$ cat config.mk
export PLATFORM = sky130hd
export DESIGN_NAME = lcm_logic_cell
export DESIGN_NICKNAME = d
export VERILOG_FILES = /design/src/verilog/lcm_pkg.sv /design/src/verilog/lcm_logic_cell.sv
export VERILOG_INCLUDE_DIRS = /design/src /design/src/verilog
export SDC_FILE = /design/constraint.sdc
export NUM_CORES = 1
export LEC_CHECK = 0
export BUFFER_PORTS_ARGS = -buffer_cell sky130_fd_sc_hd__clkbuf_2
export CAP_MARGIN = 5
export CELL_PAD_IN_SITES_DETAIL_PLACEMENT = 1
export CELL_PAD_IN_SITES_GLOBAL_PLACEMENT = 1
export CORE_MARGIN = 2
export CORE_UTILIZATION = 39
export CTS_BUF_LIST = sky130_fd_sc_hd__clkbuf_4
export DETAILED_ROUTE_END_ITERATION = 10
export PLACE_DENSITY_LB_ADDON = 0.1
export SKIP_LAST_GASP = 1
export SLEW_MARGIN = 40
export SYNTH_ARGS = -nofsm -noshare
export SYNTH_HDL_FRONTEND = slang
export SYNTH_SLANG_ARGS = --single-unit
$ cat constraint.sdc
create_clock -name clock -period 4 [get_ports clock]
set_input_delay 0.4 -clock clock [delete_from_list [all_inputs] [get_ports clock]]
set_output_delay 0.4 -clock clock [all_outputs]
set_load 0.02 [all_outputs]
$ cat src/verilog/lcm_defs.svh
// Purpose: offsets, field positions and reset values of the logic cell
// Assumes: APB byte addresses, one 32-bit word per register
// Notes:   definitions only
`ifndef LCM_DEFS_SVH
`define LCM_DEFS_SVH

// ----------------------------------------------------------------
// register offsets
// ----------------------------------------------------------------
`define LCM_OFS_CONFIG      8'h00
`define LCM_OFS_TABLE       8'h04
`define LCM_OFS_STATUS      8'h08
`define LCM_OFS_FORCE       8'h0C

// ----------------------------------------------------------------
// config field positions
// ----------------------------------------------------------------
`define LCM_CFG_MODE_LSB    0
`define LCM_CFG_MODE_MSB    1
`define LCM_CFG_CARRY_C     2
`define LCM_CFG_CASC_USE    3
`define LCM_CFG_CASC_OR     4
`define LCM_CFG_PACKED      5
`define LCM_CFG_CLK_SEL     6
`define LCM_CFG_RTYPE_LSB   7
`define LCM_CFG_RTYPE_MSB   9
`define LCM_CFG_PRESET      10
`define LCM_CFG_CHIP_RST    11
`define LCM_CFG_FEEDBACK    12
`define LCM_CFG_PRE_LOAD    13
`define LCM_CFG_WIDTH       14

// ----------------------------------------------------------------
// status field positions
// ----------------------------------------------------------------
`define LCM_STS_REG         0
`define LCM_STS_COMB        1
`define LCM_STS_CARRY       2
`define LCM_STS_CASC        3
`define LCM_STS_UNDEF       4
`define LCM_STS_STORED      5

// ----------------------------------------------------------------
// reset values
// ----------------------------------------------------------------
`define LCM_RST_CONFIG      14'h0000
`define LCM_RST_TABLE       16'h0000

`endif

$ cat src/verilog/lcm_pkg.sv
// Purpose: types of the logic cell
// Assumes: lcm_defs.svh holds the numbers
// Notes:   all cell state is one packed struct
package lcm_pkg;

    `include "lcm_defs.svh"

    typedef enum logic [1:0]
    {
        LCM_MODE_NORMAL  = 2'h0,
        LCM_MODE_ARITH   = 2'h1,
        LCM_MODE_COUNTER = 2'h3
    } lcm_mode_type;

    typedef enum logic [2:0]
    {
        LCM_REG_D      = 3'h0,
        LCM_REG_T      = 3'h1,
        LCM_REG_JK     = 3'h2,
        LCM_REG_SR     = 3'h3,
        LCM_REG_BYPASS = 3'h4
    } lcm_regtype_type;

    typedef struct packed
    {
        logic                        stored;
        logic                        undefinedFlag;
        logic [`LCM_CFG_WIDTH-1:0]   cfgWord;
        logic [15:0]                 lutMask;
        logic [31:0]                 prdata;
        logic                        pslverr;
    } lcm_state_type;

endpackage

$ cat src/verilog/lcm_logic_cell.sv
// Purpose: one configurable logic cell with its register, reached over APB
// Assumes: all inputs synchronous to clock; cluster lines come from outside
// Notes:   zero-wait APB slave; asynchronous controls act on the outputs
//          at once and on the stored bit at the next edge
//
// Local design decisions: the APB register port and the address map.
`timescale 1ns/10ps

`include "lcm_defs.svh"

// How it works
// - config picks exactly one mode: normal, arithmetic or counter
// - seven inputs: four data, own feedback, carry-in, cascade-in
// - register controls all come from shared cluster lines
// - two cluster clock enables; the cell selects one
// - normal mode: 4-input table; carry-in may replace input c
// - normal mode: table merged with cascade-in drives cascade-out
// - packed register in normal mode, not when carry-in is used
// - every cell except the second has a feedback selector
// - arithmetic: two 3-input tables on a, b, carry-in: result and carry
// - arithmetic mode may use cascade together with carry
// - arithmetic gives registered and unregistered result together
// - counter: enables, direction, sync clear/load; enable, direction from data
// - inputs a and b supply enable, direction, feedback except in second cell
// - shared sync clear and load act on every cluster register
// - counter: count table, carry table, load selector, clear AND
// - counter: sync clear or load beats the cascade value
// - sync clear beats sync load on the same edge
// - async clear is direct; preset by inverted storage
// - preset-plus-load emulation is undefined after reset
// - enabled chip reset resets the register above all controls
// - inverted-storage register ends preset after chip reset
// - chip reset use is a static configuration bit
// - each clock pairs with its own enable
// - register acts as D, T, JK, SR or is bypassed
module lcm_logic_cell
#(
    parameter int CELL_POSITION = 0
)
(
    input  wire logic         clock,
    input  wire logic         rstn,
    input  wire logic         psel,
    input  wire logic         penable,
    input  wire logic         pwrite,
    input  wire logic [7:0]   paddr,
    input  wire logic [31:0]  pwdata,
    output logic              pready,
    output logic [31:0]       prdata,
    output logic              pslverr,
    input  wire logic         cellInputA,
    input  wire logic         cellInputB,
    input  wire logic         cellInputC,
    input  wire logic         cellInputD,
    input  wire logic         carryIn,
    input  wire logic         cascadeIn,
    input  wire logic         clusterClockEnableOne,
    input  wire logic         clusterClockEnableTwo,
    input  wire logic         asyncClear,
    input  wire logic         asyncLoad,
    input  wire logic         syncClear,
    input  wire logic         syncLoad,
    input  wire logic         chipResetN,
    output logic              combOut,
    output logic              regOut,
    output logic              carryOut,
    output logic              cascadeOut
);
    import lcm_pkg::*;

    lcm_state_type state;
    lcm_state_type next_state;

    // ----------------------------------------------------------------
    // configuration fields
    // ----------------------------------------------------------------
    lcm_mode_type    mode;
    lcm_regtype_type regType;
    logic            carryForC;
    logic            cascadeUse;
    logic            cascadeOr;
    logic            packed_;
    logic            clockSel;
    logic            presetMode;
    logic            chipResetUse;
    logic            feedbackSel;
    logic            presetLoadEmu;

    always_comb
    begin
        mode          = lcm_mode_type'(state.cfgWord[`LCM_CFG_MODE_MSB:`LCM_CFG_MODE_LSB]);
        regType       = lcm_regtype_type'(state.cfgWord[`LCM_CFG_RTYPE_MSB:`LCM_CFG_RTYPE_LSB]);
        carryForC     = state.cfgWord[`LCM_CFG_CARRY_C];
        cascadeUse    = state.cfgWord[`LCM_CFG_CASC_USE];
        cascadeOr     = state.cfgWord[`LCM_CFG_CASC_OR];
        packed_       = state.cfgWord[`LCM_CFG_PACKED];
        clockSel      = state.cfgWord[`LCM_CFG_CLK_SEL];
        presetMode    = state.cfgWord[`LCM_CFG_PRESET];
        chipResetUse  = state.cfgWord[`LCM_CFG_CHIP_RST];
        feedbackSel   = state.cfgWord[`LCM_CFG_FEEDBACK];
        presetLoadEmu = state.cfgWord[`LCM_CFG_PRE_LOAD];
    end

    // ----------------------------------------------------------------
    // input routing
    // ----------------------------------------------------------------
    logic feedback;
    logic feedbackOk;
    logic inA;
    logic inC;
    logic carryInUsed;

    // preset mode keeps the bit inverted, so the visible value is flipped
    assign feedback = state.stored ^ presetMode;

    // feedback on input a exists in the first cell and in every cell
    // except the second; elsewhere the selector is simply absent
    assign feedbackOk  = (CELL_POSITION == 0) || (CELL_POSITION != 1);
    assign inA         = (feedbackSel && feedbackOk) ? feedback : cellInputA;
    assign carryInUsed = (mode == LCM_MODE_NORMAL) && carryForC;
    assign inC         = carryInUsed ? carryIn : cellInputC;

    // ----------------------------------------------------------------
    // lookup tables
    // ----------------------------------------------------------------
    logic [3:0] lutIndex;
    logic [2:0] arithIndex;
    logic       lutOut;
    logic       sumOut;
    logic       arithCarry;

    assign lutIndex   = {cellInputD, inC, cellInputB, inA};
    assign arithIndex = {carryIn, cellInputB, inA};
    assign lutOut     = state.lutMask[lutIndex];
    // arithmetic splits the mask: low half result, high half carry
    assign sumOut     = state.lutMask[{1'b0, arithIndex}];
    assign arithCarry = state.lutMask[{1'b1, arithIndex}];

    // ----------------------------------------------------------------
    // counter tables
    // ----------------------------------------------------------------
    logic countEnable;
    logic countUp;
    logic countNext;
    logic countCarry;

    // the second cell cannot take enable or direction from its inputs
    assign countEnable = (CELL_POSITION == 1) ? 1'b1 : inA;
    assign countUp     = (CELL_POSITION == 1) ? 1'b1 : cellInputB;
    // a count wider than one cell chains carry out into the next carry in
    // carry-in means every lower bit is at its end value
    assign countNext   = feedback ^ (countEnable & carryIn);
    assign countCarry  = countEnable & carryIn & (countUp ? feedback : ~feedback);

    // ----------------------------------------------------------------
    // function result and cascade
    // ----------------------------------------------------------------
    logic funcOut;
    logic cascaded;

    always_comb
    begin
        case (mode)
            LCM_MODE_NORMAL:  funcOut = lutOut;
            LCM_MODE_ARITH:   funcOut = sumOut;
            LCM_MODE_COUNTER: funcOut = countNext;
            default:          funcOut = lutOut;
        endcase
    end

    // or form of the chain ORs cascade-in into the result, with nothing inverted
    always_comb
    begin
        if (!cascadeUse)
        begin
            cascaded = funcOut;
        end
        else if (cascadeOr)
        begin
            cascaded = funcOut | cascadeIn;
        end
        else
        begin
            cascaded = funcOut & cascadeIn;
        end
    end

    // ----------------------------------------------------------------
    // register data path
    // ----------------------------------------------------------------
    logic selectedEnable;
    logic regData;
    logic regNext;
    logic loaded;

    // the enable is tied to the clock the cell runs on
    assign selectedEnable = clockSel ? clusterClockEnableTwo : clusterClockEnableOne;

    // packing feeds input d straight to the register; carry-in use forbids it
    assign regData = (mode == LCM_MODE_NORMAL && packed_ && !carryInUsed) ?
                     cellInputD : cascaded;

    always_comb
    begin
        case (regType)
            LCM_REG_D:  regNext = regData;
            LCM_REG_T:  regNext = feedback ^ regData;
            LCM_REG_JK: regNext = (regData & ~feedback) | (~cellInputD & feedback);
            LCM_REG_SR: regNext = regData | (~cellInputD & feedback);
            default:    regNext = feedback;
        endcase
    end

    // load then clear after the chain: the clear AND sits last
    always_comb
    begin
        loaded = syncLoad ? cellInputC : regNext;
        if (syncClear)
        begin
            loaded = 1'b0;
        end
    end

    // ----------------------------------------------------------------
    // outputs
    // ----------------------------------------------------------------
    logic visibleReg;

    // with one clock a pulse that ends between edges moves only the output,
    // never the stored bit: hold async controls across an edge
    // async controls show at once, before the edge stores them
    always_comb
    begin
        if (asyncClear)
        begin
            visibleReg = presetMode;
        end
        else if (asyncLoad)
        begin
            visibleReg = cellInputC;
        end
        else
        begin
            visibleReg = feedback;
        end
    end

    assign combOut    = (mode == LCM_MODE_NORMAL || mode == LCM_MODE_ARITH) ?
                        cascaded : funcOut;
    assign regOut     = (regType == LCM_REG_BYPASS) ? cascaded : visibleReg;
    assign cascadeOut = cascaded;

    // normal mode has no carry chain of its own, so the link rests low
    always_comb
    begin
        case (mode)
            LCM_MODE_ARITH:   carryOut = arithCarry;
            LCM_MODE_COUNTER: carryOut = countCarry;
            default:          carryOut = 1'b0;
        endcase
    end

    // ----------------------------------------------------------------
    // apb decode
    // ----------------------------------------------------------------
    logic setup;
    logic access;
    logic mapped;

    assign setup   = psel && !penable;
    assign access  = psel && penable;
    assign mapped  = (paddr == `LCM_OFS_CONFIG) || (paddr == `LCM_OFS_TABLE) ||
                     (paddr == `LCM_OFS_STATUS) || (paddr == `LCM_OFS_FORCE);
    // refusal is judged in setup; the address must hold through access
    assign pready  = access;
    assign prdata  = state.prdata;
    assign pslverr = access && state.pslverr;

    // ----------------------------------------------------------------
    // next state
    // ----------------------------------------------------------------
    logic [31:0] readWord;
    logic [31:0] statusWord;

    always_comb
    begin
        statusWord                    = 32'h0000_0000;
        statusWord[`LCM_STS_REG]      = regOut;
        statusWord[`LCM_STS_COMB]     = combOut;
        statusWord[`LCM_STS_CARRY]    = carryOut;
        statusWord[`LCM_STS_CASC]     = cascadeOut;
        statusWord[`LCM_STS_UNDEF]    = state.undefinedFlag;
        statusWord[`LCM_STS_STORED]   = state.stored;
        case (paddr)
            `LCM_OFS_CONFIG: readWord = {18'h00000, state.cfgWord};
            `LCM_OFS_TABLE:  readWord = {16'h0000, state.lutMask};
            `LCM_OFS_STATUS: readWord = statusWord;
            default:         readWord = 32'h0000_0000;
        endcase
    end

    always_comb
    begin
        next_state = state;

        // answer data is latched in setup so the access phase needs no wait
        if (setup)
        begin
            next_state.prdata  = pwrite ? 32'h0000_0000 : readWord;
            next_state.pslverr = !mapped;
        end

        // a forced value loses to any enabled register update, async load, async clear or chip reset on the same edge
        if (access && pwrite)
        begin
            case (paddr)
                `LCM_OFS_CONFIG: next_state.cfgWord = pwdata[`LCM_CFG_WIDTH-1:0];
                `LCM_OFS_TABLE:  next_state.lutMask = pwdata[15:0];
                `LCM_OFS_FORCE:  next_state.stored  = pwdata[0] ^ presetMode;
                default:         next_state.lutMask = state.lutMask;
            endcase
        end

        // cell register, highest priority last
        if (selectedEnable)
        begin
            next_state.stored = loaded ^ presetMode;
            if (syncLoad || syncClear)
            begin
                next_state.undefinedFlag = 1'b0;
            end
        end
        if (asyncLoad)
        begin
            next_state.stored = cellInputC ^ presetMode;
        end
        if (asyncClear)
        begin
            next_state.stored = 1'b0;
        end
        if (chipResetUse && !chipResetN)
        begin
            // zero stored is the preset state when storage is inverted
            // an undefined value is only flagged; the bit itself still resets
            next_state.stored        = 1'b0;
            next_state.undefinedFlag = presetLoadEmu;
        end
    end

    // ----------------------------------------------------------------
    // state register
    // ----------------------------------------------------------------
    always_ff @(posedge clock)
    begin
        if (!rstn)
        begin
            state.stored        <= 1'b0;
            state.undefinedFlag <= 1'b0;
            state.cfgWord       <= `LCM_RST_CONFIG;
            state.lutMask       <= `LCM_RST_TABLE;
            state.prdata        <= 32'h0000_0000;
            state.pslverr       <= 1'b0;
        end
        else
        begin
            state <= next_state;
        end
    end

endmodule

Word-level counts from Yosys, hierarchy flattened
Cells that the tools add are included.
{"block": "totals", "regBits": 65, "in_bits": 58, "elab_cells": 94, "output_inout_bits": 38}
{"block": "classes", "n_lt_le_gt_ge": 3, "bitwise_logic": 17, "eq_ne": 9, "n_mux": 30, "n_reduce_logical": 29}
{"cell": "$pmux 16 s3", "count": 1}
{"cell": "$mux 32", "count": 1}
{"cell": "$mux 1", "count": 21}
{"cell": "$eq 8x4->1 const B", "count": 2}
{"cell": "$lt 4x5->1 const B", "count": 2}
{"cell": "$eq 8x3->1 const B", "count": 1}
{"cell": "$logic_and 1x1->1", "count": 8}
{"cell": "$logic_not 8->1", "count": 1}
{"cell": "$reduce_and 2->1", "count": 4}
{"cell": "$bmux 1 s3", "count": 2}
{"cell": "$eq 3x2->1 const B", "count": 2}
{"cell": "$reduce_bool 3->1", "count": 2}
{"cell": "$xor 1x1->1", "count": 6}
{"cell": "$and 1x1->1", "count": 5}
{"cell": "$logic_or 1x1->1", "count": 5}
{"cell": "$lt 3x5->1 const B", "count": 1}
{"cell": "$bmux 1 s4", "count": 1}
{"cell": "$logic_not 1->1", "count": 4}
{"cell": "$pmux 1 s2", "count": 2}
{"cell": "$pmux 1 s4", "count": 1}
{"cell": "$reduce_bool 2->1", "count": 2}
{"cell": "$eq 3x1->1 const B", "count": 1}
{"cell": "$eq 3x3->1 const B", "count": 1}
{"cell": "$logic_not 3->1", "count": 1}
{"cell": "7 further kinds", "count": 11}

Depth between registers and ports, before layout
{"block": "depth", "word_depth": 18, "mapped_depth": 18, "ltp_nobuf": 16}

Worst setup path after synthesis
OpenSTA, ideal clock, no wires.
{"block": "synth_timing", "path_type": "register -> register", "start": "register state, in the netlist presetMode", "end": "register state[64] (netlist name)", "synth_period_minus_slack_ps": 3494, "stages_incl_launch_ff": 16, "arrival_ps": 3398, "path_slack_ps": 506, "t_required_ps": 3905, "setup_ps": 95, "path_cell_list": "dfxtp_1 > buf_6 > xnor2_4 > mux2_2 > o2111a_1 > o21ai_2 > a221oi_2 > o22ai_2 > a21oi_1 > ha_1 > nor2b_1 > o311a_1 > a2111oi_1 > o21a_1 > a31oi_1 > o311ai_1"}
{"block": "synth_between", "elab_chain_len": 17, "elab_cells_between_ends": 30, "cone_classes": "16 x mux; 14 x bitwise"}
{"item": "start, declared", "line": "lcm_logic_cell.sv:71", "text": "lcm_state_type state;"}
{"item": "start signal, assigned", "line": "lcm_logic_cell.sv:366", "text": "state <= next_state;"}
{"item": "$xor 1x1->1", "line": "lcm_logic_cell.sv:114", "text": "assign feedback = state.stored ^ presetMode;"}
{"item": "$mux 1", "line": "lcm_logic_cell.sv:119", "text": "assign inA = (feedbackSel && feedbackOk) ? feedback : cellInputA;"}
{"item": "$bmux 1 s4 (tied with other cells)", "line": "lcm_logic_cell.sv:134", "text": "assign lutOut = state.lutMask[lutIndex];"}
{"item": "$mux 1 (not written as such) (tied with other cells)", "line": "lcm_logic_cell.sv:134"}
{"item": "$pmux 1 s2", "line": "lcm_logic_cell.sv:163", "text": "case (mode)"}
{"item": "$and 1x1->1 / $or 1x1->1 (equally long branches)", "line": "lcm_logic_cell.sv:184, lcm_logic_cell.sv:180"}
{"item": "$mux 1", "line": "lcm_logic_cell.sv:178", "text": "else if (cascadeOr)"}
{"item": "$mux 1", "line": "lcm_logic_cell.sv:174", "text": "if (!cascadeUse)"}
{"item": "$mux 1", "line": "lcm_logic_cell.sv:200", "text": "assign regData = (mode == LCM_MODE_NORMAL && packed_ && !carryInUsed) ?"}
{"item": "$and 1x1->1", "line": "lcm_logic_cell.sv:208", "text": "LCM_REG_JK: regNext = (regData & ~feedback) | (~cellInputD & feedback);"}
{"item": "$or 1x1->1", "line": "lcm_logic_cell.sv:208"}
{"item": "$pmux 1 s4", "line": "lcm_logic_cell.sv:205", "text": "case (regType)"}
{"item": "$mux 1", "line": "lcm_logic_cell.sv:217", "text": "loaded = syncLoad ? cellInputC : regNext;"}
{"item": "$mux 1", "line": "lcm_logic_cell.sv:218", "text": "if (syncClear)"}
{"item": "$xor 1x1->1", "line": "lcm_logic_cell.sv:327", "text": "next_state.stored = loaded ^ presetMode;"}
{"item": "$mux 2", "line": "lcm_logic_cell.sv:325", "text": "if (selectedEnable)"}
{"item": "$mux 1 *", "line": "lcm_logic_cell.sv:333", "text": "if (asyncLoad)"}
Every way passes the cells marked *; elsewhere a longest branch is shown, timed or not. The select of a mux whose other input is x is not followed.
A chain may end at the register's enable or synchronous reset.

Worst setup path after layout
Same ends and word-level chain as after synthesis.

==> impl_results.md <==
* Outcome: completed
* CP Buf/Inv Count at 1
* Die X at 94.36 um
* P_leak at approximately 1.4 nW
* GR Overflow Total at 0
* Port Buffers at 63
* Die Area at 8904 um2
* Dpl cells at ~530
* Most used cell, CP: a211oi_2
* Vias in the first global route at 2870
* Number of synthesized flops with an enable pin at 0
* Antenna Nets Post-Route at 0
* Cells after Synth at 397
* Gpl congestion at 0.8763
* Post-Layout Cell Count at 547
* Seq/Total Area, Yosys at 30.81%
* Worst Setup End Kind: register
* Syn avg cell area at 8.021 um2
* Setup Viol. Count Final at 0
* VDD IR-drop max at 0.1151 mV
* Hold crit path type: input pin to register
* Drt pass-1 iters at 4
* Req. time, crit path at 4.28 ns
* Pwr dens at 245.5 nW/um2
* Clock Skews at 0.01457 ns
* Hold violation total from the final report at 0
* Area growth, synth to finish at 11.55%
* Critical-path cell list: xnor2_4 > mux2_2 > a211oi_2 > a211oi_2 > a221oi_2 > o22ai_2 > a21oi_1 > ha_1 > nor2b_1 > o311a_1 > a2111oi_1 > buf_4 > o21a_1 > a31oi_1 > o311ai_1
* # fillers at between 900 and 1k
* Startpoint types: register
* Antenna violations before repair at 0
* Post-layout min period at 3.743 ns
* Core area at approximately 8000 um2
* Total track usage at 21.49%
* Skew-Pair Late Insertion Delay at 0.38 ns
* Fin crit share at 93.57%
* CTS tree: done
* Nets@finish at about 500
* Final max-slew violation count at 0
* CP max FO at 5
* Global Route met3 Usage at between 2 and 3%
* Row count at 32
* GR peak layer: met2
* Largest net degree at the start of global routing at 46
* Fin area at 3552 um2
* Clock Path Buffers at 2
* Critical path type: register to register
* Drt initial violations at 119
* IO Count at 96
* Total CTS buffers at 5
* Antenna diodes at 0
* Met1 Resource Use GR at 29.81%
* CTS Root Cell: clkbuf_4
* HPWL Detailed at about 7000 um
* Worst path slowest cell: dfxtp_1
* YS warnings at 0
* Clk sinks at between 40 and 50
* GR Util met2 at 36.01%
* Via density at 5.307
* Least-Margin Pin Slew at between 0.7 and 0.8 ns
* DRT Wirelength at between 9000 and 10000 um
* Hold_ws at 0.2267 ns
* Yosys reg bits at between 40 and 50
* Share of post-route cells with drive strength above 1 at 24.27%
* Fin Setup TNS at 0 ns
* Global-route wire length before repair at between 10000 and 15000 um
* Synth cell types at 56
* Post-DR wirelength/cell at ~17 um
* Asr flop ratio synth at 0%
* Ys flop type: dfxtp_1
* DRC at 0
* Max incr delay on CP at slightly below 0.6 ns
* Syn Std Cell Area at between 3000 and 4000 um2
* RSZ-0062 raised after global routing: false
* Total power at about 0.87 mW
* Starting density of the core at 40.79%
* Rel. slew slack at between 40% and 50%
* Max cap viols at 0
* Post-CTS Hold Fix Bufs at 0
* Worst-path clk slew at roughly 0.17 ns
* WP data arrival at 4.03 ns
* F_max at 0.2672 GHz
* Die H at 94.36 um
* Largest delay contributor family on the critical path: compound AO/OA/AOI/OAI gates
* Number of H-tree levels at 2
* Placed Instance Area at approximately 3400 um2
* Vias at 2903
## logic make-up (layout without fill, tap and decap cells)
family                     count (synthesis)  after routing  share of synthesized area, %
buffers and inverters                     65             97                         12.10
and+or+nand+nor                          152            152                         22.55
muxes                                     47             47                         15.36
xor gates and xnor gates                   1              2                        0.8646
other                                      1             16                        0.1178
AOI/OAI and AO/OA                         81             81                         17.80
adders and majority gates                  1              1                        0.3929
DFF                                       49             49                         30.81
## flip-flops by register name, summed over array words and instances, names as in the netlist
name and cells:
carryForC 1, cascadeOr 1, cascadeUse 1, chipResetUse 1, clockSel 1, feedbackSel 1
mode 2, packed_ 1, prdata 16, presetLoadEmu 1, presetMode 1, regType 3
state 19
## worst min-delay path, stage by stage
cell	delay, ns
clkbuf_2	0.08
nand2_1	0.05
a21oi_1	0.05
## layout make-up
class	instances	area, um2	area share (%)
tap	102	127.6	3.593
multi-input combinational	299	1911	53.79
clock inverter	3	25.02	0.7045
sequential	49	982.2	27.65
clock buffer	5	37.54	1.057
timing repair buffer	78	427.9	12.05
inverter	11	41.29	1.162
## final timing paths
kind                                              start                 endpoint  slack, ns  cells past startpoint
worst max-delay path            presetMode$_SDFFE_PN0P_   state[64]$_SDFFE_PP0P_       0.26                     15
worst min-delay path                         pwdata[14]   state[47]$_SDFFE_PN0P_       0.23                      3
worst max register to register  presetMode$_SDFFE_PN0P_   state[64]$_SDFFE_PP0P_       0.26                     15
worst min register to register  prdata[14]$_SDFFE_PN0P_  prdata[14]$_SDFFE_PN0P_       0.46                      2
## timing repair
item,in CTS,in global routing
setup endpoints to repair,0,1
resized for setup,0,2
buffers inserted,0,6
## metrics by stage
stage | utilization, % | worst slack (ns)
after floorplan | - | 0.5063
final | 45.50 | 0.2571
after global placement | 43.75 | 0.2296
after global routing | 45.50 | 0.009593
after CTS | 44.55 | 0.06993
after detailed placement | 43.75 | 0.1180
## cells in the mapped netlist, types with 2 or more instances
master	instances	share of area, %
a31oi_1	3	0.59
buf_2	2	0.31
nor2b_1	8	1.6
nor3b_1	7	1.7
o22ai_1	3	0.59
nor2_1	53	6.2
nand2b_1	4	0.79
clkbuf_1	16	1.9
dfxtp_1	49	31
buf_6	2	0.71
mux2i_1	41	13
o21bai_1	2	0.47
nor4_1	2	0.39
nand2_1	48	5.7
a211oi_2	3	1.2
inv_1	10	1.2
nand3b_1	4	0.94
nor3_1	8	1.3
nand3_1	5	0.79
and3_1	4	0.79
a22oi_1	4	0.94
a21oi_1	36	5.7
nor4_2	2	0.79
mux2_2	5	1.8
buf_4	33	7.8
and2_1	4	0.79
o21a_1	2	0.47
a2111oi_1	2	0.63
a22o_1	3	0.83
o21ai_0	6	0.94
## routing by layer
layer | up-vias | part of all wire (%)
met5 | - | 0
met4 | 0 | 0.78
met3 | 4 | 3.7
met2 | 71 | 48
met1 | 1394 | 47
li1 | 1434 | -
## cells in the final DEF (no fill, tap or decap), types with 4 or more instances in the layout
cell and n:
and3_1 4, inv_1 10, mux2_2 5, dfxtp_1 48, nor2_1 53, nor3_1 8
a21oi_1 36, nand3_1 5, o21ai_0 6, nor2b_1 8, nand2b_1 4, clkbuf_2 63
conb_1 16, nand3b_1 4, mux2i_1 41, clkbuf_4 5, and2_1 4, nor3b_1 7
buf_4 15, nand2_1 48, a22oi_1 4
## where the power goes
part | internal [mW] | switching, mW
sequential | 0.490 | 0.00250
combinational | 0.0457 | 0.0782
clock | 0.0722 | 0.184
Note: power is estimated with default switching activity, not from simulation.
